### src/logic/css_pkg.sv
// Constants, types and the register map of the clock source select block.
// Assumes one register clock, an active-low asynchronous reset and a plain register port.
package css_pkg;

    // ************************************************************
    // Register map (byte addresses)
    // ************************************************************
    localparam logic [31:0] SYS_PLL_INPUT_SELECT_ADDR = 32'h4004_8040;
    localparam logic [31:0] SYS_PLL_INPUT_UPDATE_ADDR = 32'h4004_8044;
    localparam logic [31:0] USB_PLL_INPUT_SELECT_ADDR = 32'h4004_8048;
    localparam logic [31:0] USB_PLL_UPDATE_REG_ADDR = 32'h4004_804C;
    localparam logic [31:0] MAIN_CLOCK_SELECT_ADDR = 32'h4004_8070;
    localparam logic [31:0] MAIN_CLOCK_UPDATE_ADDR = 32'h4004_8074;
    localparam logic [31:0] USB_ROUTE_ENABLE_ADDR = 32'h4004_80C0;
    localparam logic [31:0] MUX_STATUS_ADDR = 32'h4004_80C4;

    // Index 0 system PLL input, 1 USB PLL input, 2 main clock
    localparam int NUM_MUX = 3;
    localparam logic [2:0][31:0] SEL_ADDR = {MAIN_CLOCK_SELECT_ADDR, USB_PLL_INPUT_SELECT_ADDR,
                                             SYS_PLL_INPUT_SELECT_ADDR};
    localparam logic [2:0][31:0] UPD_ADDR = {MAIN_CLOCK_UPDATE_ADDR, USB_PLL_UPDATE_REG_ADDR,
                                             SYS_PLL_INPUT_UPDATE_ADDR};

    // ************************************************************
    // Fields and reset values
    // ************************************************************
    localparam int SEL_W = 2;
    localparam int GATE_W = 4;
    localparam logic [1:0] SEL_RESET = 2'h0;
    localparam logic UPD_RESET = 1'b0;
    localparam logic ROUTE_RESET = 1'b0;
    localparam logic [31:0] SEL_MASK = 32'h0000_0003;
    localparam logic [31:0] BIT0_MASK = 32'h0000_0001;
    // Source codes
    localparam logic [1:0] SRC_IRC = 2'h0;
    localparam logic [1:0] SRC_SYSOSC = 2'h1;
    localparam logic [1:0] SRC_MAIN_WDT = 2'h2;
    localparam logic [1:0] SRC_MAIN_PLLOUT = 2'h3;
    // Status word fields
    localparam int STAT_BUSY_LSB = 6;

    // ************************************************************
    // Timing
    // ************************************************************
    localparam int CLK_PERIOD_NS = 100;
    localparam int HANDOVER_GAP_NS = 300;
    localparam int GAP_CYCLES = (HANDOVER_GAP_NS + CLK_PERIOD_NS - 1) / CLK_PERIOD_NS;
    localparam int CNT_W = 2;

    // ************************************************************
    // Types
    // ************************************************************
    typedef enum logic [1:0] {
        MUX_RUN = 2'b01,
        MUX_GAP = 2'b10
    } css_state_t;

    typedef enum logic [1:0] {
        KIND_SEL = 2'h0,
        KIND_UPD = 2'h1,
        KIND_ROUTE = 2'h2,
        KIND_STAT = 2'h3
    } css_kind_t;

    typedef struct packed {
        css_state_t state;
        logic [CNT_W-1:0] cnt;
        logic [SEL_W-1:0] target;
        logic [SEL_W-1:0] active;
        logic [GATE_W-1:0] gate;
    } css_mux_t;

    typedef struct packed {
        logic hit;
        css_kind_t kind;
        logic [1:0] mux;
    } css_dec_t;

    localparam css_mux_t MUX_RESET = '{state: MUX_RUN, cnt: 2'h0, target: SEL_RESET,
                                       active: SEL_RESET, gate: 4'h1};

endpackage

### src/logic/css_top.sv
// Clock source select block: three select/update register pairs and three handover engines.
// Assumes external glitch-free gating cells driven by the one-hot gate outputs, and
// that software keeps both old and new clocks running while a handover is in progress.
module css_top (
    input wire logic clk, // Register clock
    input wire logic nrst, // Asynchronous reset, active low
    input wire logic [31:0] addr, // Register byte address
    input wire logic [31:0] wdata, // Write data
    input wire logic wr, // Write strobe
    input wire logic rd, // Read strobe
    output logic [31:0] rdata, // Read data, valid the cycle after rd
    output logic [1:0] sysPllSrc, // Active system PLL input code
    output logic [3:0] sysPllGate, // One-hot gate enables, system PLL input
    output logic [1:0] usbPllSrc, // Active USB PLL input code
    output logic [3:0] usbPllGate, // One-hot gate enables, USB PLL input
    output logic [1:0] mainSrc, // Active main clock code
    output logic [3:0] mainGate, // One-hot gate enables, main clock to core
    output logic mainUsbRoute // Main clock also routed to USB block
);

    // ************************************************************
    // Address decode
    // ************************************************************
    function automatic css_pkg::css_dec_t decode(input logic [31:0] a);
        css_pkg::css_dec_t d;
        d = '0;
        for (int i = 0; i < css_pkg::NUM_MUX; i++) begin
            if (a == css_pkg::SEL_ADDR[i]) begin
                d = '{hit: 1'b1, kind: css_pkg::KIND_SEL, mux: 2'(i)};
            end
            if (a == css_pkg::UPD_ADDR[i]) begin
                d = '{hit: 1'b1, kind: css_pkg::KIND_UPD, mux: 2'(i)};
            end
        end
        if (a == css_pkg::USB_ROUTE_ENABLE_ADDR) begin
            d = '{hit: 1'b1, kind: css_pkg::KIND_ROUTE, mux: 2'h0};
        end
        if (a == css_pkg::MUX_STATUS_ADDR) begin
            d = '{hit: 1'b1, kind: css_pkg::KIND_STAT, mux: 2'h0};
        end
        return d;
    endfunction

    function automatic logic [3:0] onehot(input logic [1:0] s);
        return 4'h1 << s;
    endfunction

    css_pkg::css_dec_t dec;
    logic [2:0][1:0] selReg_r, selReg_nxt;
    logic [2:0] updReg_r, updReg_nxt;
    logic routeReg_r, routeReg_nxt;
    logic [31:0] rdata_r, rdata_nxt;
    logic [2:0] updRise;
    logic [2:0] busy;
    css_pkg::css_mux_t mux_r [3];
    css_pkg::css_mux_t mux_nxt [3];

    // Gap counter load value: the engine counts this down to zero before the new gate rises
    localparam logic [css_pkg::CNT_W-1:0] CNT_W_GAP = css_pkg::CNT_W'(css_pkg::GAP_CYCLES - 1);

    assign dec = decode(addr);

    // ************************************************************
    // Register file
    // ************************************************************
    always_comb begin
        selReg_nxt = selReg_r;
        updReg_nxt = updReg_r;
        routeReg_nxt = routeReg_r;
        rdata_nxt = 32'h0;
        if (wr && dec.hit) begin
            unique case (dec.kind)
                css_pkg::KIND_SEL: selReg_nxt[dec.mux] = wdata[1:0];
                css_pkg::KIND_UPD: updReg_nxt[dec.mux] = wdata[0];
                css_pkg::KIND_ROUTE: routeReg_nxt = wdata[0];
                css_pkg::KIND_STAT: routeReg_nxt = routeReg_r;
            endcase
        end
        // Reads outside the map and the idle cycles return zero
        if (rd && dec.hit) begin
            unique case (dec.kind)
                css_pkg::KIND_SEL: rdata_nxt = {30'h0, selReg_r[dec.mux]};
                css_pkg::KIND_UPD: rdata_nxt = {31'h0, updReg_r[dec.mux]};
                css_pkg::KIND_ROUTE: rdata_nxt = {31'h0, routeReg_r};
                css_pkg::KIND_STAT: rdata_nxt = {23'h0, busy, mux_r[2].active,
                                                 mux_r[1].active, mux_r[0].active};
            endcase
        end
    end

    always_ff @(posedge clk or negedge nrst) begin
        if (!nrst) begin
            selReg_r <= {3{css_pkg::SEL_RESET}};
            updReg_r <= {3{css_pkg::UPD_RESET}};
            routeReg_r <= css_pkg::ROUTE_RESET;
            rdata_r <= 32'h0;
        end else begin
            selReg_r <= selReg_nxt;
            updReg_r <= updReg_nxt;
            routeReg_r <= routeReg_nxt;
            rdata_r <= rdata_nxt;
        end
    end

    // ************************************************************
    // Handover engines
    // ************************************************************
    // The gate of the old source drops first and the new one rises only after a
    // dead gap, so no runt pulse can reach the clock tree. The cost is a few cycles
    // with no clock out of the mux; reserved codes still gate, and stop that clock.
    for (genvar g = 0; g < css_pkg::NUM_MUX; g++) begin : g_mux
        assign updRise[g] = updReg_nxt[g] & ~updReg_r[g];
        assign busy[g] = (mux_r[g].state == css_pkg::MUX_GAP);

        always_comb begin
            mux_nxt[g] = mux_r[g];
            unique case (mux_r[g].state)
                css_pkg::MUX_RUN: begin
                    if (updRise[g] && selReg_r[g] != mux_r[g].active) begin
                        mux_nxt[g].target = selReg_r[g];
                        mux_nxt[g].gate = 4'h0;
                        mux_nxt[g].cnt = CNT_W_GAP;
                        mux_nxt[g].state = css_pkg::MUX_GAP;
                    end
                end
                css_pkg::MUX_GAP: begin
                    // A second edge during the gap retargets without a new gap
                    if (updRise[g]) begin
                        mux_nxt[g].target = selReg_r[g];
                    end
                    if (mux_r[g].cnt == 2'h0) begin
                        mux_nxt[g].active = mux_nxt[g].target;
                        mux_nxt[g].gate = onehot(mux_nxt[g].target);
                        mux_nxt[g].state = css_pkg::MUX_RUN;
                    end else begin
                        mux_nxt[g].cnt = mux_r[g].cnt - 2'h1;
                    end
                end
                default: mux_nxt[g] = css_pkg::MUX_RESET;
            endcase
        end

        always_ff @(posedge clk or negedge nrst) begin
            if (!nrst) begin
                mux_r[g] <= css_pkg::MUX_RESET;
            end else begin
                mux_r[g] <= mux_nxt[g];
            end
        end

    end

    // ************************************************************
    // Outputs
    // ************************************************************
    assign rdata = rdata_r;
    assign sysPllSrc = mux_r[0].active;
    assign sysPllGate = mux_r[0].gate;
    assign usbPllSrc = mux_r[1].active;
    assign usbPllGate = mux_r[1].gate;
    assign mainSrc = mux_r[2].active;
    assign mainGate = mux_r[2].gate;
    assign mainUsbRoute = routeReg_r;

endmodule

### config.mk
export PLATFORM = sky130hd
export DESIGN_NAME = css_top
export DESIGN_NICKNAME = d
export VERILOG_FILES = /design/src/logic/css_pkg.sv /design/src/logic/css_top.sv
export SDC_FILE = /design/constraint.sdc
export NUM_CORES = 1
export LEC_CHECK = 0
export ABC_AREA = 1
export BUFFER_PORTS_ARGS = -buffer_cell sky130_fd_sc_hd__buf_2
export CAP_MARGIN = 40
export CORE_MARGIN = 1.5
export CORE_UTILIZATION = 46
export CTS_CLUSTER_SIZE = 25
export DETAILED_ROUTE_END_ITERATION = 16
export GPL_TIMING_DRIVEN = 0
export PLACE_DENSITY_LB_ADDON = 0.25
export SLEW_MARGIN = 10
export SYNTH_ARGS = -nofsm -noshare
export SYNTH_HDL_FRONTEND = slang
export SYNTH_SLANG_ARGS = --single-unit
### constraint.sdc
create_clock -name clk -period 1.42 [get_ports clk]
set_input_delay 0.284 -clock clk [delete_from_list [all_inputs] [get_ports clk]]
set_output_delay 0.284 -clock clk [all_outputs]
set_load 0.005 [all_outputs]
# Word-level counts from Yosys, hierarchy flattened
# Index checks and enable logic that the tools add are counted.
[word_totals]
regBits = 78
[op_classes]
n_shift = 3
bitwise_logic = 9
reduce_logical = 21
magnitude_cmp = 2
n_addsub = 3
n_eq_ne = 29
muxes = 52
[ops]
columns = ["cell", "n"]
rows = [
  ["32-bit by 31-bit == test with 1-bit output (second input constant)", 8],
  ["32-bit one-hot mux with 4 select lines", 1],
  ["5-bit two-way mux", 8],
  ["6-bit two-way mux", 6],
  ["6-bit one-hot mux with 2 select lines", 3],
  ["32-bit two-way mux", 1],
  ["2-bit two-way mux", 14],
  ["4-bit one-hot mux with 2 select lines", 3],
  ["2-bit AND reduction", 11],
  ["4-bit two-way mux", 3],
  ["2-bit inequality test (second input constant)", 6],
  ["2-bit one-hot mux with 2 select lines", 3],
  ["1-bit by 2-bit << shifter with 4-bit output (first input constant)", 3],
  ["2-bit == test (second input constant)", 5],
  ["2-bit by 1-bit == test with 1-bit output (second input constant)", 4],
  ["2-bit logical NOT", 4],
  ["6-bit bitwise mux", 1],
  ["1-bit logical AND", 6],
  ["3-bit two-way mux", 2],
  ["2-bit by 1-bit inequality test with 1-bit output (second input constant)", 3],
  ["2-bit inequality test", 3],
  ["1-bit NOT", 6],
  ["2-bit by 1-bit subtractor with 2-bit output (second input constant)", 3],
  ["2-bit binary-select mux with 2-bit select", 1],
  ["other kinds (8)", 11],
]

# Logic depth before layout (Yosys ltp)
# Gate-level depths: netlist (run 1).
[logic_depth]
depth_word = 22
mapped_depth = 17
depth_no_buf = 17

# Worst setup path before layout (run 1)
# No wires, ideal clock.
[synth_timing]
kind = "input-to-reg"
start = "input addr[1]"
end = "register mux_r (netlist bit mainGate[1])"
stages = 14
arrival_time_ns = 1.807
slack_ns = -0.503
required_ns = 1.303
setup_time_ns = 0.117
path_cell_list = "or2_1 > buf_6 > nor3_4 > o21ai_4 > nand3_2 > nand3_4 > nor2_4 > nand3_2 > nand2_1 > nand2_2 > nand2_1 > nor2_4 > nand2_1 > nand2_1"
[synth_via]
elab_chain_cells = 21
word_cells_on_any_way = 35
[synth_rtl]
columns = ["item", "line_no", "source"]
rows = [
  ["from (decl)", "css_top.sv:7", "input wire logic [31:0] addr,"],
  ["32-bit by 31-bit == test with 1-bit output", "css_top.sv:31", "if (a == css_pkg::UPD_ADDR[i]) begin"],
  ["5-bit two-way mux", "css_top.sv:31", ""],
  ["5-bit two-way mux", "css_top.sv:28", "if (a == css_pkg::SEL_ADDR[i]) begin"],
  ["5-bit two-way mux", "css_top.sv:31", ""],
  ["5-bit two-way mux", "css_top.sv:28", ""],
  ["5-bit two-way mux", "css_top.sv:31", ""],
  ["5-bit two-way mux", "css_top.sv:35", "if (a == css_pkg::USB_ROUTE_ENABLE_ADDR) begin"],
  ["5-bit two-way mux (*)", "css_top.sv:38", "if (a == css_pkg::MUX_STATUS_ADDR) begin"],
  ["(+5 left out)", "--", ""],
  ["3-bit two-way mux", "css_top.sv:72", "unique case (dec.kind)"],
  ["3-bit two-way mux (*)", "css_top.sv:71", "if (wr && dec.hit) begin"],
  ["1-bit AND (*)", "css_top.sv:112", "assign updRise[g] = updReg_nxt[g] & ~updReg_r[g];"],
  ["2-bit two-way mux", "css_top.sv:128", "if (updRise[g]) begin"],
  ["2-bit two-way mux", "css_top.sv:117", "unique case (mux_r[g].state)"],
  ["1-bit by 2-bit << shifter with 4-bit output", "css_top.sv:45", "return 4'h1 << s;"],
  ["6-bit two-way mux", "css_top.sv:131", "if (mux_r[g].cnt == 2'h0) begin"],
  ["4-bit one-hot mux with 2 select lines", "css_top.sv:117", ""],
  ["to (signal, indexed assignment)", "css_top.sv:145", "mux_r[g] <= css_pkg::MUX_RESET;"],
  ["to (signal, indexed assignment)", "css_top.sv:147", "mux_r[g] <= mux_nxt[g];"],
  ["to (decl)", "css_top.sv:55", "css_pkg::css_mux_t mux_r [3];"],
]
# Every way passes the cells marked *; elsewhere a longest branch is shown, timed or not. The select of a mux whose other input is x is not followed.
# A chain may end at the register's enable or synchronous reset.

# Worst setup path in the final report (run 1)
[layout_timing]
start = "input addr[1]"
end = "register mux_r (netlist bit usbPllGate[2])"
# Same word-level chain as after synthesis.

==> results of run 1 <==
[state kept, by name, indices dropped and copies added, names as in the netlist]
register,flops
mux_r,18
rdata,9
selReg_r,6
mainGate,4
sysPllGate,4
usbPllGate,4
updReg_r,3
mainSrc,2
sysPllSrc,2
usbPllSrc,2
mainUsbRoute,1
[layout by cell type (no fill, tap or decap), drive strengths merged, types with 2 or more instances in the layout]
cell type / count
clkinv: 3
nor2: 54
nand3: 32
nand4: 15
dfrtp: 49
ha: 12
dfstp: 6
conb: 23
o21ai: 33
buf: 124
nor3b: 2
inv: 65
nand2: 149
xnor2: 3
clkbuf: 7
a21oi: 9
nor3: 7
[layout make-up]
cell class | instances | area share, %
Timing Repair Buffer | 83 | 10.4
Inverter | 66 | 5.13
Clock inverter | 3 | 0.974
Multi-Input combinational cell | 344 | 44.4
Buffer | 44 | 6.77
Clock buffer | 5 | 1.41
Tap cell | 102 | 2.62
Sequential cell | 55 | 28.4
[power groups by stage]
| stage | combinational [W] | sequential [W] | clock, W |
|---|---|---|---|
| 3_5_place_dp | 0.000206 | 0.00160 | 0 |
| 5_1_grt | 0.000249 | 0.00157 | 0.00118 |
| 2_1_floorplan | 0.000105 | 0.00160 | 0 |
| 6_report | 0.000219 | 0.00157 | 0.00107 |
| 3_3_place_gp | 0.000195 | 0.00160 | 0 |
| 4_1_cts | 0.000214 | 0.00157 | 0.00110 |
[through the flow]
stage	std cells	setup TNS (ns)	utilization, %	cell area [um^2]	hold slack [ns]
3_5_place_dp	675	-33.65	54.9	4220	0.259
2_1_floorplan	508	-18.32	-	3760	-0.0116
3_3_place_gp	674	-32.59	54.7	4200	0.455
6_report	702	-15.72	63.5	4880	0.276
4_1_cts	692	-14.03	58.7	4520	0.272
5_1_grt	702	-22.01	63.5	4880	0.295
[how the worst max path moves through the flow]
stage,endpoint,cells after the start
CTS,mux_r[18],15
floorplan,sysPllGate[1],14
global route,mux_r[18],17
global placement,mux_r[30],15
detailed placement,mux_r[30],17
finish,usbPllGate[2],14
[metal layers]
metal,GRT usage (%),part of all wire (%)
met4,6.92,2.4
met3,3.65,4.2
met5,0,0
met1,22.2,42
met2,32.0,51
[synthesized netlist by cell type, types with 4 or more instances]
library cell / instances / area [um^2]
nand3_1: 27 / 135
nor2_2: 6 / 37.5
nor3_1: 6 / 30.0
nand2_4: 8 / 90.1
nor2_1: 44 / 165
a21oi_1: 9 / 45.0
nand4_1: 12 / 75.1
buf_4: 41 / 308
o21ai_0: 24 / 120
inv_1: 63 / 236
nor2_4: 4 / 45.0
o21ai_1: 8 / 40.0
nand3_2: 4 / 40.0
nand2_1: 139 / 522
dfstp_2: 6 / 158
dfrtp_1: 49 / 1230
ha_1: 12 / 150
[worst reg2reg max path: stages (launching register included)]
cell and delay, ns:
dfstp_2 0.58, inv_1 0.06, ha_1 0.29, inv_1 0.15, nor2_1 0.10, nor2_1 0.31, nor2_1 0.11, a21oi_2 0.13
[logic make-up (layout without fill, tap and decap cells)]
kind of cell / count (synthesis) / count (layout) / share of synthesized area, %
muxes: 1 / 1 / 0.275
buffers and inverters: 110 / 201 / 15.9
DFF: 55 / 55 / 38.0
AOI/OAI and AO/OA: 44 / 44 / 6.46
adders and majority gates: 12 / 12 / 4.12
xor gates and xnor gates: 3 / 3 / 0.722
and+or+nand+nor: 260 / 261 / 34.4
other: 1 / 23 / 0.103
[what timing repair did]
| item | in CTS | in global routing |
|---|---|---|
| hold buffers | 1 | 0 |
| setup endpoints to repair | 54 | 54 |
| cloned | 0 | 1 |
| pin swaps | 18 | 37 |
| endpoints found under the hold margin | 16 | 0 |
| buffers inserted | 8 | 10 |
| resized for setup | 34 | 69 |
==> flow_metrics.env, run 1 <==
export IMPL_r2r_cells=7
export IMPL_final_nets=679
export IMPL_crit_family="simple AND/OR/NAND/NOR gates"
export IMPL_dp_hpwl_mm=5.55
export IMPL_status="finished with violations"
export IMPL_drive_above_1_share_pct=40.3
export IMPL_avgSynthCellArea_um2=7.49
export IMPL_rsz0062_at_grt="true"
export IMPL_layout_setup_ws_ns=-0.456
export IMPL_multi_input_area_mm2=0.00216
export IMPL_crit_path_start="addr[1]"
export IMPL_clock_skew_ns=0.00714
export IMPL_worstHoldPathType="primary input to register"
export IMPL_critPathLaunchType="primary input"
export IMPL_pre_cts_slack_ns=-0.795
export IMPL_ys_warn_count=0
export IMPL_synthToLayoutAreaGrowth_pct=34.0
export IMPL_reg2reg_slack_ns=-0.39
export IMPL_ys_flop_type="dfrtp_1"
export IMPL_min_delay_path_depth=3
export IMPL_ff_latch_area_mm2=0.00138
export IMPL_crit_top_cell="nand3_4"
export IMPL_crit_chain="buf_6, or2_1, buf_6, nor3_4, o21ai_2, nand3_4, nand3_4, nor2_4, nand3_4, nand2_1, nand3_2, inv_1, nand3_1, nand2_1"
export IMPL_num_rows=32
export IMPL_cts_buffers=5
export IMPL_p_switching_w=0.000654
export IMPL_max_cap_viol_count=0
export IMPL_antenna_found_initial=0
export IMPL_synthArstFlopShare_pct=100
export IMPL_wire_per_inst_um=11.4
export IMPL_relSlewSlack_pct=66.5
export IMPL_arrival_ns=2.13
export IMPL_cts_root_buf="clkbuf_8"
export IMPL_swShare_pct=22.9
export IMPL_htreeDepth=2
export IMPL_power_frac_comb_pct=7.7
export IMPL_die_area_mm2=0.00846
export IMPL_critPathBufInv=3
export IMPL_r2r_end="sysPllSrc[0]"
export IMPL_intPower_w=0.00220
export IMPL_min_period_ns=1.88
export IMPL_end_kind="register"
export IMPL_worstHoldEndpoint="selReg_r[5]"
export IMPL_fp_dieW_um=92.0
export IMPL_io_pins=119
export IMPL_synth_cell_types=36
export IMPL_n_antenna_cell=0
export IMPL_overflow=0
export IMPL_clockBufferDepth=2
export IMPL_ant_nets=0
export IMPL_die_y_um=92.0
export IMPL_start_util_pct=47.4
export IMPL_drc=0
export IMPL_power_density_mw_per_mm2=586
export IMPL_synth_edf_count=0
export IMPL_cpMaxStageDelayCell="nor2_4"
export IMPL_grt_max_degree=38
export IMPL_pwr_share_seq_pct=54.8
export IMPL_violations="negative setup slack"
export IMPL_worst_slew_pin_slew_ns=0.503
export IMPL_path_class="primary input to register"
export IMPL_cts_tree="built"
export IMPL_clkTransAtPathRegs_ns=0.10
export IMPL_max_freq_ghz=0.533
export IMPL_netlist_instances=486
export IMPL_worstHoldStart="wdata[1]"
export IMPL_hold_viol=0
export IMPL_required_ns=1.67
export IMPL_pwr_share_clk_pct=37.5
export IMPL_drt_iter0_markers=101
export IMPL_ir_drop_v=0.000430
export IMPL_fin_total_pwr_w=0.00286
export IMPL_synth_seq_cells=55
export IMPL_drt_pass1_iter_count=4
export IMPL_r2r_start="mux_r[34]"
export IMPL_viasPerCell=4.68
export IMPL_gp_congestion=0.832
export IMPL_ys_seq_area_share_pct=38.0
export IMPL_grt_pass1_wl_mm=12.7
export IMPL_leakagePower_nw=2.56
export IMPL_num_vias=3288
export IMPL_cp_max_fo=6
export IMPL_clkLatencyLatePin_ns=0.31
export IMPL_period_share_pct=132
export IMPL_max_stage_delay_ns=0.24
export IMPL_core_area_mm2=0.00769
export IMPL_grt_total_usage_pct=18.3
export IMPL_wl_mm=7.99
export IMPL_slew_violations=0
export IMPL_final_setup_viol_count=47
export IMPL_syn_area_mm2=0.00364
export IMPL_clkSinkCount=55
export IMPL_grt_pass1_vias=3028
export IMPL_nFillCells=668
export IMPL_io_buffers=64
Note: power is estimated with default switching activity, not from simulation.
==> inputs of run 2 (changes only) <==
SKIP_LAST_GASP = 1   (was unset)
==> run 2 against run 1 <==
The flow still finishes with violations (negative setup slack). First-iteration DRC count shrank 20%. Flip-flop and latch count is the same. Clock skew shrank 0.00058 ns. Total power is essentially flat. Die area is the same. Core utilization shrank 0.29 points. Routed wire length grew 0.70%. Combinational power is essentially flat. Largest cell class unchanged.
==> flow_metrics.env, run 2 (same netlist as run 1, synthesis figures left out) <==
export IMPL_clock_skew_ns=0.00656
export IMPL_nFillCells=676
export IMPL_crit_chain="buf_6, or2_1, buf_6, nor4_1, o21ai_4, nor2_4, nand3_4, nand2_1, nand3_2, inv_1, nand3_1, nand2_1"
export IMPL_fp_dieW_um=92.0
export IMPL_wl_mm=8.05
export IMPL_num_rows=32
export IMPL_setup_tns_ns=-15.65
export IMPL_grt_max_degree=38
export IMPL_placed_area_mm2=0.00422
export IMPL_p_switching_w=0.000654
export IMPL_wire_per_inst_um=11.5
export IMPL_cpMaxStageDelayCell="nor4_1"
export IMPL_drt_pass1_iter_count=4
export IMPL_io_buffers=64
export IMPL_dp_hpwl_mm=5.55
export IMPL_largest_reg_flops=18
export IMPL_wl_met3_um=339
export IMPL_arrival_ns=2.13
export IMPL_min_period_ns=1.88
export IMPL_hold_viol=0
export IMPL_clockBufferDepth=2
export IMPL_grt_pass1_wl_mm=12.7
export IMPL_die_area_mm2=0.00846
export IMPL_rsz0062_at_grt="true"
export IMPL_pwr_share_seq_pct=54.8
export IMPL_swShare_pct=22.9
export IMPL_drc=0
export IMPL_critPathLaunchType="primary input"
export IMPL_drt_iter0_markers=81
export IMPL_layout_setup_ws_ns=-0.456
export IMPL_violations="negative setup slack"
export IMPL_core_area_mm2=0.00769
export IMPL_fin_total_pwr_w=0.00286
export IMPL_max_freq_ghz=0.533
export IMPL_gp_congestion=0.832
export IMPL_max_cap_viol_count=0
export IMPL_final_setup_viol_count=47
export IMPL_grt_total_usage_pct=18.3
export IMPL_end_kind="register"
export IMPL_htreeDepth=2
export IMPL_ant_nets=0
export IMPL_start_util_pct=47.4
export IMPL_wl_met1_mm=3.35
export IMPL_clkLatencyLatePin_ns=0.31
export IMPL_worst_slew_pin_slew_ns=0.525
export IMPL_cp_max_fo=6
export IMPL_worstHoldPathType="primary input to register"
export IMPL_leakagePower_nw=2.55
export IMPL_antenna_found_initial=0
export IMPL_cts_buffers=5
export IMPL_final_common_cell="nand2_1"
export IMPL_pwr_share_clk_pct=37.6
export IMPL_relSlewSlack_pct=65.0
export IMPL_status="finished with violations"
export IMPL_ir_drop_v=0.000429
export IMPL_final_area_mm2=0.00486
export IMPL_highest_layer="met4"
export IMPL_intPower_w=0.00220
export IMPL_max_stage_delay_ns=0.42
export IMPL_die_y_um=92.0
export IMPL_clkSinkCount=55
export IMPL_cts_tree="built"
export IMPL_io_pins=119
export IMPL_period_share_pct=132
export IMPL_num_vias=3287
export IMPL_cts_root_buf="clkbuf_8"
export IMPL_grt_pass1_vias=3029
export IMPL_wl_met2_mm=4.17
export IMPL_slew_violations=0
export IMPL_power_density_mw_per_mm2=589
export IMPL_power_frac_comb_pct=7.7
export IMPL_path_class="primary input to register"
export IMPL_clkTransAtPathRegs_ns=0.10
export IMPL_final_nets=679
export IMPL_final_cell_mix="109 x nand2_1, 63 x buf_2, 62 x inv_1, 52 x buf_4, 49 x dfrtp_1"
export IMPL_n_antenna_cell=0
export IMPL_viasPerCell=4.68
export IMPL_synthToLayoutAreaGrowth_pct=33.4
export IMPL_drive_above_1_share_pct=39.7
export IMPL_top_register="mux_r"
export IMPL_required_ns=1.67
export IMPL_overflow=0
## run 2: power groups by stage
| stage | registers [W] | clock network (W) | logic [W] |
|---|---|---|---|
| 3_3_place_gp | 0.00160 | 0 | 0.000195 |
| 5_1_grt | 0.00157 | 0.00118 | 0.000249 |
| 4_1_cts | 0.00157 | 0.00110 | 0.000214 |
| 3_5_place_dp | 0.00160 | 0 | 0.000206 |
| 6_report | 0.00157 | 0.00107 | 0.000219 |
| 2_1_floorplan | 0.00160 | 0 | 0.000105 |
## run 2: worst max-delay path: cells and delay by family
kind	cells	cell delay, ns
and+or+nand+nor	8	1.35
buffers and inverters	3	0.32
AOI/OAI and AO/OA	1	0.16
## run 2: what timing repair did
item	in CTS	in global routing
pin swaps	17	39
resized for setup	32	65
hold buffers	1	0
cloned	0	1
hold endpoints to repair	16	0
endpoints found under the setup margin	54	54
buffers inserted	8	10
## run 2: path summary, 6_finish.rpt
path,from,end,depth (start not counted),slack [ns]
setup / recovery,addr[1],usbPllGate[2],12,-0.46
hold / removal,wdata[1],selReg_r[5],3,0.27
setup reg to reg,mux_r[34],sysPllGate[1],9,-0.39
hold reg to reg,sysPllGate[1],sysPllGate[1],2,0.48
max in group asynchronous,nrst,usbPllGate[0],3,0.35
min in group asynchronous,nrst,sysPllGate[2],2,0.44
## run 2: layout make-up
| type | instances | area (um^2) | area share, % |
|---|---|---|---|
| Buffer | 44 | 330 | 6.80 |
| Clock buffer | 5 | 68.8 | 1.42 |
| Tap cell | 102 | 128 | 2.63 |
| Clock inverter | 3 | 47.5 | 0.979 |
| Sequential cell | 55 | 1380 | 28.5 |
| Timing Repair Buffer | 83 | 507 | 10.4 |
| Inverter | 66 | 250 | 5.15 |
| Multi-Input combinational cell | 344 | 2140 | 44.1 |
## run 2: layer usage
layer | up-vias | global-route usage, %
li1 | 1689 | -
met1 | 1510 | 22.2
met2 | 73 | 32.0
met3 | 15 | 3.65
met4 | 0 | 6.92
met5 | - | 0
## run 2: stage by stage
stage	instances	util (%)	hold WS (ns)	worst slack [ns]
after CTS	692	58.7	0.272	-0.407
after global routing	702	63.2	0.295	-0.617
after global placement	674	54.7	0.455	-0.760
after detailed placement	675	54.9	0.259	-0.795
final	702	63.2	0.274	-0.456
after floorplan	508	-	-0.0116	-0.484
